==> src/rtl/epiu_pkg.sv <==
// package for the external pin interrupt unit: register map, field layout, reset values
// assumes a 32-bit AHB-Lite register bus, one byte register per aligned word
package epiu_pkg;

	localparam int NUM_CHAN = 8;
	localparam int NUM_REQ  = 4;

	// register indices; byte address is four times the index
	localparam logic [7:0] IDX_CHANNEL_REQUEST_ENABLE = 8'h3c;
	localparam logic [7:0] IDX_CHANNEL_CAUSE_FLAGS    = 8'h3d;
	localparam logic [7:0] IDX_DETECT_CONFIG_LOW      = 8'h3e;
	localparam logic [7:0] IDX_DETECT_CONFIG_HIGH     = 8'h3f;
	localparam logic [7:0] IDX_IRQ_STATUS             = 8'h40;
	localparam logic [7:0] IDX_IRQ_MASK               = 8'h41;
	localparam logic [7:0] IDX_PIN_LEVEL              = 8'h42;

	// word address field inside haddr
	localparam int ADDR_IDX_LSB = 2;
	localparam int ADDR_IDX_MSB = 9;

	localparam logic [7:0]  RST_ENABLE = 8'h00;
	localparam logic [7:0]  RST_CAUSE  = 8'h00;
	localparam logic [15:0] RST_CONFIG = 16'h0000;
	localparam logic [7:0]  RST_STATUS = 8'h00;
	localparam logic [7:0]  RST_MASK   = 8'h00;
	localparam logic [7:0]  RST_PIN    = 8'h00;

	// detection select, field {detect_sel_b, detect_sel_a}
	localparam logic [1:0] DET_LOW_LEVEL    = 2'h0;
	localparam logic [1:0] DET_HIGH_LEVEL   = 2'h1;
	localparam logic [1:0] DET_RISING_EDGE  = 2'h2;
	localparam logic [1:0] DET_FALLING_EDGE = 2'h3;

	localparam logic [1:0] HTRANS_NONSEQ_BIT = 2'h2;

	typedef struct packed {
		logic       valid;
		logic       write;
		logic [7:0] idx;
	} epiu_aphase_s;

endpackage : epiu_pkg

==> src/rtl/epiu_top.sv <==
// external pin interrupt unit: eight pin detectors, cause flags, request lines, AHB-Lite slave
// assumes pins synchronous to hclk and a single AHB-Lite master issuing word transfers
// Summary of operation
// RL1: eight pin channels, each raising a request when its condition is seen
// RL2: each channel picks high level, low level, rising edge or falling edge
// RL3: two-bit select per channel, channels 0-3 low byte, 4-7 high byte
// RL4: one enable bit per channel gates that channel's request toward the cpu
// RL5: per-channel cause flag latched on detection, readable and writable
// RL6: eight channels feed four request lines, interrupt numbers 18, 20, 22, 24
// RL7: cpu runs the automatic transfer first when its service bit is one
// RL8: request while flag and enable both one; flag cleared only by writing zero
//
// The implementer's own choice: the AHB-Lite register port.
`timescale 1ns/10ps
module epiu_top
#(
	parameter int NUM_CHAN = epiu_pkg::NUM_CHAN,
	parameter int NUM_REQ  = epiu_pkg::NUM_REQ
)
(
	input  wire logic                hclk,
	input  wire logic                hresetn,
	input  wire logic                hsel,
	input  wire logic [31:0]         haddr,
	input  wire logic [1:0]          htrans,
	input  wire logic                hwrite,
	input  wire logic [2:0]          hsize,
	input  wire logic [31:0]         hwdata,
	input  wire logic                hready,
	output logic                     hreadyout,
	output logic                     hresp,
	output logic [31:0]              hrdata,
	input  wire logic [NUM_CHAN-1:0] ext_irq_pin,
	output logic [NUM_REQ-1:0]       irq_request,
	output logic                     irq
);

	epiu_pkg::epiu_aphase_s  aph_reg;
	epiu_pkg::epiu_aphase_s  aph_next;
	logic [NUM_CHAN-1:0]     enable_reg;
	logic [NUM_CHAN-1:0]     enable_next;
	logic [NUM_CHAN-1:0]     cause_reg;
	logic [NUM_CHAN-1:0]     cause_next;
	logic [2*NUM_CHAN-1:0]   config_reg;
	logic [2*NUM_CHAN-1:0]   config_next;
	logic [NUM_CHAN-1:0]     status_reg;
	logic [NUM_CHAN-1:0]     status_next;
	logic [NUM_CHAN-1:0]     mask_reg;
	logic [NUM_CHAN-1:0]     mask_next;
	logic [NUM_CHAN-1:0]     pin_reg;
	logic [NUM_CHAN-1:0]     pin_next;
	logic [31:0]             rdata_reg;
	logic [31:0]             rdata_next;
	logic [NUM_CHAN-1:0]     detect;
	logic [NUM_CHAN-1:0]     wr_byte;
	logic                    wr_en;
	logic                    wr_enable;
	logic                    wr_cause;
	logic                    wr_cfg_lo;
	logic                    wr_cfg_hi;
	logic                    wr_status;
	logic                    wr_mask;
	logic [7:0]              rd_idx;
	logic                    rd_go;

	// per-channel condition detector
	genvar ch;
	generate
		for (ch = 0; ch < NUM_CHAN; ch = ch + 1)
		begin : g_chan
			logic [1:0] sel;
			logic       rise;
			logic       fall;
			assign sel  = config_reg[2*ch +: 2]; // RL3
			// edges compare the pin with its sample from the previous edge
			assign rise = ext_irq_pin[ch] & ~pin_reg[ch];
			assign fall = ~ext_irq_pin[ch] & pin_reg[ch];
			always_comb
			begin
				case (sel) // RL2
					epiu_pkg::DET_LOW_LEVEL:    detect[ch] = ~ext_irq_pin[ch];
					epiu_pkg::DET_HIGH_LEVEL:   detect[ch] = ext_irq_pin[ch];
					epiu_pkg::DET_RISING_EDGE:  detect[ch] = rise;
					epiu_pkg::DET_FALLING_EDGE: detect[ch] = fall;
					default:                    detect[ch] = 1'b0;
				endcase
			end
		end
	endgenerate

	// request lines: channels paired onto four lines
	genvar rq;
	generate
		for (rq = 0; rq < NUM_REQ; rq = rq + 1)
		begin : g_req
			assign irq_request[rq] = |(cause_reg[2*rq +: 2] & enable_reg[2*rq +: 2]); // RL6 RL8 RL4
		end
	endgenerate

	assign irq       = |(status_reg & mask_reg);
	assign hreadyout = 1'b1;
	assign hresp     = 1'b0;
	assign hrdata    = rdata_reg;

	// data-phase write decode
	assign wr_en     = aph_reg.valid & aph_reg.write;
	assign wr_byte   = hwdata[NUM_CHAN-1:0];
	assign wr_enable = wr_en & (aph_reg.idx == epiu_pkg::IDX_CHANNEL_REQUEST_ENABLE);
	assign wr_cause  = wr_en & (aph_reg.idx == epiu_pkg::IDX_CHANNEL_CAUSE_FLAGS);
	assign wr_cfg_lo = wr_en & (aph_reg.idx == epiu_pkg::IDX_DETECT_CONFIG_LOW);
	assign wr_cfg_hi = wr_en & (aph_reg.idx == epiu_pkg::IDX_DETECT_CONFIG_HIGH);
	assign wr_status = wr_en & (aph_reg.idx == epiu_pkg::IDX_IRQ_STATUS);
	assign wr_mask   = wr_en & (aph_reg.idx == epiu_pkg::IDX_IRQ_MASK);
	assign rd_idx    = haddr[epiu_pkg::ADDR_IDX_MSB:epiu_pkg::ADDR_IDX_LSB];

	// read strobe; only a taken read reloads the read data
	assign rd_go = hsel & hready & htrans[1] & ~hwrite;

	// bus address phase capture
	always_comb
	begin
		aph_next.valid = hsel & hready & htrans[1];
		aph_next.write = hwrite;
		aph_next.idx   = rd_idx;
	end

	always_ff @(posedge hclk or negedge hresetn)
	begin
		if (!hresetn)
		begin
			aph_reg <= '0;
		end
		else
		begin
			aph_reg <= aph_next;
		end
	end

	// read data, loaded in the address phase and held until the next read
	always_comb
	begin
		rdata_next = rdata_reg;
		if (rd_go)
		begin
			rdata_next = 32'h0000_0000;
			case (rd_idx)
				epiu_pkg::IDX_CHANNEL_REQUEST_ENABLE: rdata_next[7:0] = enable_reg;
				epiu_pkg::IDX_CHANNEL_CAUSE_FLAGS:    rdata_next[7:0] = cause_reg; // RL5
				epiu_pkg::IDX_DETECT_CONFIG_LOW:      rdata_next[7:0] = config_reg[7:0];
				epiu_pkg::IDX_DETECT_CONFIG_HIGH:     rdata_next[7:0] = config_reg[15:8];
				epiu_pkg::IDX_IRQ_STATUS:             rdata_next[7:0] = status_reg;
				epiu_pkg::IDX_IRQ_MASK:               rdata_next[7:0] = mask_reg;
				epiu_pkg::IDX_PIN_LEVEL:              rdata_next[7:0] = pin_reg;
				default:                              rdata_next = 32'h0000_0000;
			endcase
		end
	end

	always_ff @(posedge hclk or negedge hresetn)
	begin
		if (!hresetn)
		begin
			rdata_reg <= 32'h0000_0000;
		end
		else
		begin
			rdata_reg <= rdata_next;
		end
	end

	// channel request enable
	always_comb
	begin
		enable_next = enable_reg;
		if (wr_enable)
		begin
			enable_next = wr_byte; // RL4
		end
	end

	always_ff @(posedge hclk or negedge hresetn)
	begin
		if (!hresetn)
		begin
			enable_reg <= epiu_pkg::RST_ENABLE;
		end
		else
		begin
			enable_reg <= enable_next;
		end
	end

	// detection select, two bytes
	always_comb
	begin
		config_next = config_reg;
		if (wr_cfg_lo)
		begin
			config_next[7:0] = hwdata[7:0]; // RL3
		end
		if (wr_cfg_hi)
		begin
			config_next[15:8] = hwdata[7:0]; // RL3
		end
	end

	always_ff @(posedge hclk or negedge hresetn)
	begin
		if (!hresetn)
		begin
			config_reg <= epiu_pkg::RST_CONFIG;
		end
		else
		begin
			config_reg <= config_next;
		end
	end

	// cause flags: a zero written clears, a one keeps; detection wins over clear
	always_comb
	begin
		cause_next = cause_reg;
		if (wr_cause)
		begin
			cause_next = cause_reg & wr_byte; // RL8
		end
		cause_next = cause_next | detect; // RL1 RL5
	end

	always_ff @(posedge hclk or negedge hresetn)
	begin
		if (!hresetn)
		begin
			cause_reg <= epiu_pkg::RST_CAUSE;
		end
		else
		begin
			cause_reg <= cause_next;
		end
	end

	// interrupt status: a one written clears; detection wins over clear
	always_comb
	begin
		status_next = status_reg;
		if (wr_status)
		begin
			status_next = status_reg & ~wr_byte;
		end
		status_next = status_next | detect;
	end

	always_ff @(posedge hclk or negedge hresetn)
	begin
		if (!hresetn)
		begin
			status_reg <= epiu_pkg::RST_STATUS;
		end
		else
		begin
			status_reg <= status_next;
		end
	end

	// interrupt mask
	always_comb
	begin
		mask_next = mask_reg;
		if (wr_mask)
		begin
			mask_next = wr_byte;
		end
	end

	always_ff @(posedge hclk or negedge hresetn)
	begin
		if (!hresetn)
		begin
			mask_reg <= epiu_pkg::RST_MASK;
		end
		else
		begin
			mask_reg <= mask_next;
		end
	end

	// pin sample for edge detection
	always_comb
	begin
		pin_next = ext_irq_pin;
	end

	always_ff @(posedge hclk or negedge hresetn)
	begin
		if (!hresetn)
		begin
			pin_reg <= epiu_pkg::RST_PIN;
		end
		else
		begin
			pin_reg <= pin_next;
		end
	end

endmodule : epiu_top

==> config.mk <==
export PLATFORM = sky130hd
export DESIGN_NAME = epiu_top
export DESIGN_NICKNAME = d
export VERILOG_FILES = /design/src/rtl/epiu_pkg.sv /design/src/rtl/epiu_top.sv
export SDC_FILE = /design/constraint.sdc
export NUM_CORES = 1
export LEC_CHECK = 0
export BUFFER_PORTS_ARGS = -buffer_cell sky130_fd_sc_hd__buf_4
export CAP_MARGIN = 20
export CORE_UTILIZATION = 55
export CTS_BUF_LIST = sky130_fd_sc_hd__clkbuf_16
export CTS_CLUSTER_SIZE = 16
export DETAILED_ROUTE_END_ITERATION = 8
export PLACE_DENSITY = 0.86
export SLEW_MARGIN = 20
export SYNTH_ARGS = -nofsm -noshare
export SYNTH_HDL_FRONTEND = slang
export SYNTH_SLANG_ARGS = --single-unit
==> constraint.sdc <==
create_clock -name hclk -period 3.05 [get_ports hclk]
set_clock_uncertainty 0.15 [all_clocks]
set_input_delay 0.4575 -clock hclk [delete_from_list [all_inputs] [get_ports hclk]]
set_output_delay 0.4575 -clock hclk [all_outputs]
set_load 0.03 [all_outputs]
Word level (Yosys, flattened, before mapping)
Cells that the tools add are included.
{"block": "totals", "regBits": 74, "latchBits": 0, "mem_bits_rw": 0, "rom_bits": 0, "input_bits": 82, "out_inout_bits": 39, "wordCells": 125, "memories": 0}
{"block": "op_classes", "addsub": 0, "n_mul": 0, "div": 0, "n_lt_le_gt_ge": 0, "eq_ne": 37, "shift": 0, "mux": 11, "bitwise": 53, "reduce_logical": 13}
{"operator": "8-bit by 6-bit equality test with 1-bit output, second input constant", "count": 8}
{"operator": "8-bit one-hot mux with 7 select lines", "count": 1}
{"operator": "8-bit by 7-bit equality test with 1-bit output, second input constant", "count": 5}
{"operator": "2-bit equality test, second input constant", "count": 16}
{"operator": "1-bit one-hot mux with 4 select lines", "count": 8}
{"operator": "1-bit bitwise AND", "count": 26}
{"operator": "8-bit bitwise AND", "count": 3}
{"operator": "1-bit NOT", "count": 17}
{"operator": "2-bit by 1-bit equality test with 1-bit output, second input constant", "count": 8}
{"operator": "2-bit zero test", "count": 8}
{"operator": "8-bit two-way mux", "count": 2}
{"operator": "8-bit bitwise OR", "count": 2}
{"operator": "2-bit bitwise AND", "count": 4}
{"operator": "8-bit NOT", "count": 1}
{"operator": "2-bit OR reduction", "count": 4}
{"operator": "8-bit OR reduction", "count": 1}

Logic depth before layout (Yosys ltp)
{"block": "logic_depth", "ltp_word": 4, "depth_mapped": 6, "ltp_nobuf": 4}

Worst setup path before layout
Ideal clock, no wire load.
{"block": "synth_path", "path_type": "in2reg", "startpoint": "in haddr[6]", "endpoint": "reg rdata_reg[7] (netlist: hrdata[7])", "setup_time_ns": 0.099, "arrival_time_ns": 1.693, "t_required_ns": 2.801, "path_slack_ns": 1.107, "path_stages": 5, "n_path_buf": 1, "path_cell_list": "or4b_1 buf_2 nor3_4 nand3b_1 a311oi_1"}
{"block": "synth_via", "elab_chain_cells": 2, "elab_cells_between_ends": 8, "classes_between": "eq/ne (7); mux (1)"}
{"item": "start: declaration", "line": "epiu_top.sv:24", "rtl": "input wire logic [31:0] haddr,"}
{"item": "8-bit by 7-bit equality test with 1-bit output / 8-bit by 6-bit equality test with 1-bit output (equally long branches)", "line": "epiu_top.sv:146", "rtl": "case (rd_idx)"}
{"item": "8-bit one-hot mux with 7 select lines (*)", "line": "epiu_top.sv:146"}
{"item": "end signal: assignment", "line": "epiu_top.sv:167", "rtl": "rdata_reg <= rdata_next;"}
{"item": "end: declaration", "line": "epiu_top.sv:52", "rtl": "logic [31:0] rdata_reg;"}
Every way passes the cells marked *; elsewhere a longest branch is shown, timed or not.
A chain may end at the register's enable or synchronous reset.

Final worst setup path
{"block": "layout_path", "startpoint": "reg aph_reg[4] (netlist name)", "endpoint": "reg config_reg[4]"}
{"block": "layout_via", "elab_chain_cells": 2}
{"item": "start: declaration", "line": "epiu_top.sv:38", "rtl": "epiu_pkg::epiu_aphase_s aph_reg;"}
{"item": "start signal: assignment", "line": "epiu_top.sv:135", "rtl": "aph_reg <= aph_next;"}
{"item": "8-bit by 6-bit equality test with 1-bit output", "line": "epiu_top.sv:110", "rtl": "assign wr_cfg_lo = wr_en & (aph_reg.idx == epiu_pkg::IDX_DETECT_CONFIG_LOW);"}
{"item": "1-bit bitwise AND", "line": "epiu_top.sv:110"}
{"item": "end signal: assignment", "line": "epiu_top.sv:211", "rtl": "config_reg <= epiu_pkg::RST_CONFIG;"}
{"item": "end signal: assignment", "line": "epiu_top.sv:215", "rtl": "config_reg <= config_next;"}
{"item": "end: declaration", "line": "epiu_top.sv:44", "rtl": "logic [2*NUM_CHAN-1:0] config_reg;"}
No other way between the ends.

==> metrics.json <==
{
  "timing": {
    "tightest_pin_transition_ns": 0.9150,
    "postLayoutSetupSlackWorst_ns": 0.9746,
    "final.period_utilization_pct": 68.05,
    "final-hold-violation-count": 0,
    "normalized_max_slew_margin_pct": 39.00,
    "period_needed_ns": 2.075,
    "grt_setup_unrepaired": "no",
    "setup_total_negative_slack_ns": 0,
    "fmax_mhz": 481.8,
    "drv_slew": 0,
    "finalSetupViolations": 0
  },
  "global_route": {
    "met3_layer_usage_reported_by_global_route_pct": 8.456,
    "routing_usage_on_met2_pct": 39.57,
    "gr-max-usage-layer": "met2",
    "grt_max_degree": 75,
    "globalRouteTotalUtil_pct": 25.45,
    "grt_first_pass_wirelength_um": 13520,
    "grt-ovfl-total": 0,
    "vias_in_the_first_global_route": 2641,
    "global_route.usage.met1_pct": 33.99,
    "grt_antenna_before_repair": 0
  },
  "clocking": {
    "post_cts.repair.setup_buffers": 0,
    "cts_buffers": 9,
    "tritoncts_num_sinks": 74,
    "cts_resized": 0,
    "clk_pin_slew_worst_paths_ns": 0.05,
    "clock_path_buffers": 2,
    "tritoncts": "yes",
    "cts-root-buf": "sky130_fd_sc_hd__clkbuf_16",
    "clk-insertion-delay-late_ns": 0.33,
    "cts_hold_buffers": 0,
    "cts_htree_levels": 3
  },
  "power_and_ir_drop": {
    "intPower_mw": 1.753,
    "leakage_power_figure_nw": 1.846,
    "peakVddDrop_v": 0.0004089,
    "power.share.sequential_pct": 45.2,
    "netSwitchingPower_mw": 0.5991,
    "swShare_pct": 25.47,
    "p_clk_share_pct": 42.0,
    "post-layout-total-power_mw": 2.352,
    "power_frac_comb_pct": 12.8,
    "cellPowerDensity_nw_per_um2": 553.0
  },
  "worst_setup_path": {
    "timing_worst_setup_path_type": "reg -> reg",
    "rr_endpoint": "config_reg[4]",
    "r2r_start": "aph_reg[4]",
    "rr_worst_depth": 4,
    "cp_data_arrival_time_ns": 2.14,
    "crit_path_end_kind": "flop",
    "critical_path_peak_fanout": 8,
    "critPathLaunchType": "flop",
    "required_time_at_the_endpoint_of_the_critical_path_ns": 3.11,
    "setup.reg_to_reg.worst_slack_ns": 0.97
  },
  "outcome": {
    "failed_checks": "DRC",
    "status": "complete, but fails checks"
  },
  "yosys": {
    "synth_flop_cell": "sky130_fd_sc_hd__dfrtp_1",
    "ys_async_sr_fraction_pct": 100.0,
    "synthesis.area_per_instance_sq_um": 11.34,
    "instance_count_of_the_mapped_netlist": 328,
    "yosys_warnings": 0,
    "netlist_area_sq_um": 3721,
    "synth_seq_cells": 74,
    "number_of_enable_flip_flop_cells_after_synthesis": 0,
    "synth.lib_cells_used.distinct": 46,
    "sequential_share_of_the_synthesized_area_pct": 49.76
  },
  "floorplanning": {
    "num_io_pins": 121,
    "die_height_um": 84.26,
    "rows": 29,
    "design.die.area_sq_um": 7099,
    "start_util_pct": 57.94,
    "die_w_um": 84.26,
    "placeableCoreArea_sq_um": 6422
  },
  "detailed_routing": {
    "routed_wl_um": 8272,
    "ant_nets": 0,
    "post_detailed_route_via_to_cell_ratio": 6.016,
    "routed_wire_length_per_instance_um": 18.46,
    "detailedRoute.firstIterationViolations": 262,
    "dr.pass1.iters": 7,
    "detail_route.drc_violations": 18,
    "dr_total_vias": 2695
  },
  "placement": {
    "port-buffer-count": 42,
    "dp_worst_setup_slack_ns": 0.8127,
    "post-dp-hpwl_um": 5700,
    "globalplace.congestion": 0.8270,
    "place_inst": 434
  },
  "cells_and_area": {
    "antennaDiodeCount": 0,
    "fin_util_pct": 66.24,
    "flow.area_growth_from_synthesis_pct": 14.32,
    "design.final.nets": 450,
    "fillcell_total": 461,
    "final-instance-count-excl-fill": 448,
    "final_layout_size_suffix_gt1_share_pct": 26.95,
    "largest_reg_flops": 16
  },
  "min_path": {
    "worst_hold_path_type": "in -> async"
  },
  "job": {
    "drv.max_cap_violation_count": 0
  }
}
## logic make-up after synthesis
group | Yosys count | synth area share [%]
flip-flops | 74 | 49.76
buffers and inverters | 38 | 6.590
other | 2 | 0.2018
XOR/XNOR | 2 | 0.4708
AND/OR/NAND/NOR | 104 | 15.80
multiplexers | 48 | 15.50
AO/OA/AOI/OAI | 60 | 11.67
## power groups by stage
stage / Combinational, mW / Clock (mW) / Sequential, mW
after floorplan: 0.169 / 0 / 1.11
after global placement: 0.294 / 0 / 1.08
after detailed placement: 0.300 / 0 / 1.08
after CTS: 0.301 / 0.998 / 1.06
after global routing: 0.325 / 1.04 / 1.07
final: 0.301 / 0.989 / 1.06
## cells in the mapped netlist (2+ instances only)
| library cell | number | area (sq um) |
|---|---|---|
| sky130_fd_sc_hd__dfrtp_1 | 74 | 1852 |
| sky130_fd_sc_hd__mux2_2 | 37 | 416.7 |
| sky130_fd_sc_hd__nor2_1 | 29 | 108.9 |
| sky130_fd_sc_hd__buf_4 | 26 | 195.2 |
| sky130_fd_sc_hd__nand2_1 | 18 | 67.56 |
| sky130_fd_sc_hd__nand2b_1 | 14 | 87.58 |
| sky130_fd_sc_hd__o21ai_0 | 14 | 70.07 |
| sky130_fd_sc_hd__a22o_1 | 8 | 70.07 |
| sky130_fd_sc_hd__a31oi_1 | 8 | 50.05 |
| sky130_fd_sc_hd__a22oi_1 | 7 | 52.55 |
| sky130_fd_sc_hd__mux2i_1 | 7 | 70.07 |
| sky130_fd_sc_hd__clkbuf_1 | 6 | 22.52 |
| sky130_fd_sc_hd__nand3_1 | 6 | 30.03 |
| sky130_fd_sc_hd__nand3b_1 | 6 | 45.04 |
| sky130_fd_sc_hd__a21o_1 | 5 | 37.54 |
| sky130_fd_sc_hd__and3b_1 | 5 | 43.79 |
| sky130_fd_sc_hd__nor3_1 | 5 | 25.02 |
| sky130_fd_sc_hd__a221oi_1 | 4 | 35.03 |
| sky130_fd_sc_hd__buf_2 | 4 | 20.02 |
| sky130_fd_sc_hd__mux4_2 | 4 | 90.09 |
| sky130_fd_sc_hd__nor4b_1 | 4 | 35.03 |
| sky130_fd_sc_hd__o2bb2ai_1 | 4 | 35.03 |
| sky130_fd_sc_hd__a21bo_2 | 3 | 30.03 |
| sky130_fd_sc_hd__nor2b_1 | 3 | 18.77 |
| sky130_fd_sc_hd__and3_1 | 2 | 12.51 |
| sky130_fd_sc_hd__and4b_1 | 2 | 20.02 |
| sky130_fd_sc_hd__conb_1 | 2 | 7.510 |
| sky130_fd_sc_hd__o221ai_1 | 2 | 17.52 |
| sky130_fd_sc_hd__xnor2_1 | 2 | 17.52 |
## metrics by stage
step	area, sq um	hold WS [ns]
floorplan	3811	0.01191
global placement	3981	0.3292
detailed placement	3981	0.3407
CTS	4254	0.09210
global route	4254	0.08974
finish	4254	0.09457
## routing by layer
layer | wire (um) | share of wire, %
met5 | 0 | 0
met4 | 120 | 1.5
met3 | 720 | 8.7
met2 | 4025 | 49
met1 | 3406 | 41
## worst max-delay path, stage by stage, from the launching register on
cell and delay, ns:
sky130_fd_sc_hd__dfrtp_1 0.34, sky130_fd_sc_hd__and4_1 0.24, sky130_fd_sc_hd__nand2_1 0.09, sky130_fd_sc_hd__nor3_2 0.71, sky130_fd_sc_hd__mux2_2 0.42
## worst max path at each step
stage                          endpoint  slack (ns)       start
after floorplan               hrdata[7]        1.11    haddr[6]
after global placement        hrdata[7]        0.80    haddr[6]
after detailed placement      hrdata[7]        0.81    haddr[6]
after CTS                 config_reg[4]        0.97  aph_reg[4]
after global routing      config_reg[4]        0.88  aph_reg[4]
final                     config_reg[4]        0.97  aph_reg[4]
## cell usage in the layout (no fill, tap or decap), drive strengths merged, types with 6 or more instances in the layout
master  count
nand3b      6
nor2       29
mux2       37
nor3        7
clkbuf      9
a31oi       8
nand2      18
a22o        8
a22oi       7
nand3       6
dfrtp      74
mux2i       7
buf        42
o21ai      14
nand2b     14
conb       26
## cell type report
class                   count  area, sq um  area share, %
clock buffers               9        225.2          5.294
clock inverters             5        47.55          1.118
inverters                   1        3.754        0.08824
multi-input cells         240         1714          40.29
flip-flops and latches     74         1852          43.53
well taps                  77        96.34          2.265
repair buffers             42        315.3          7.412
Power figures use the tool's default switching activity.
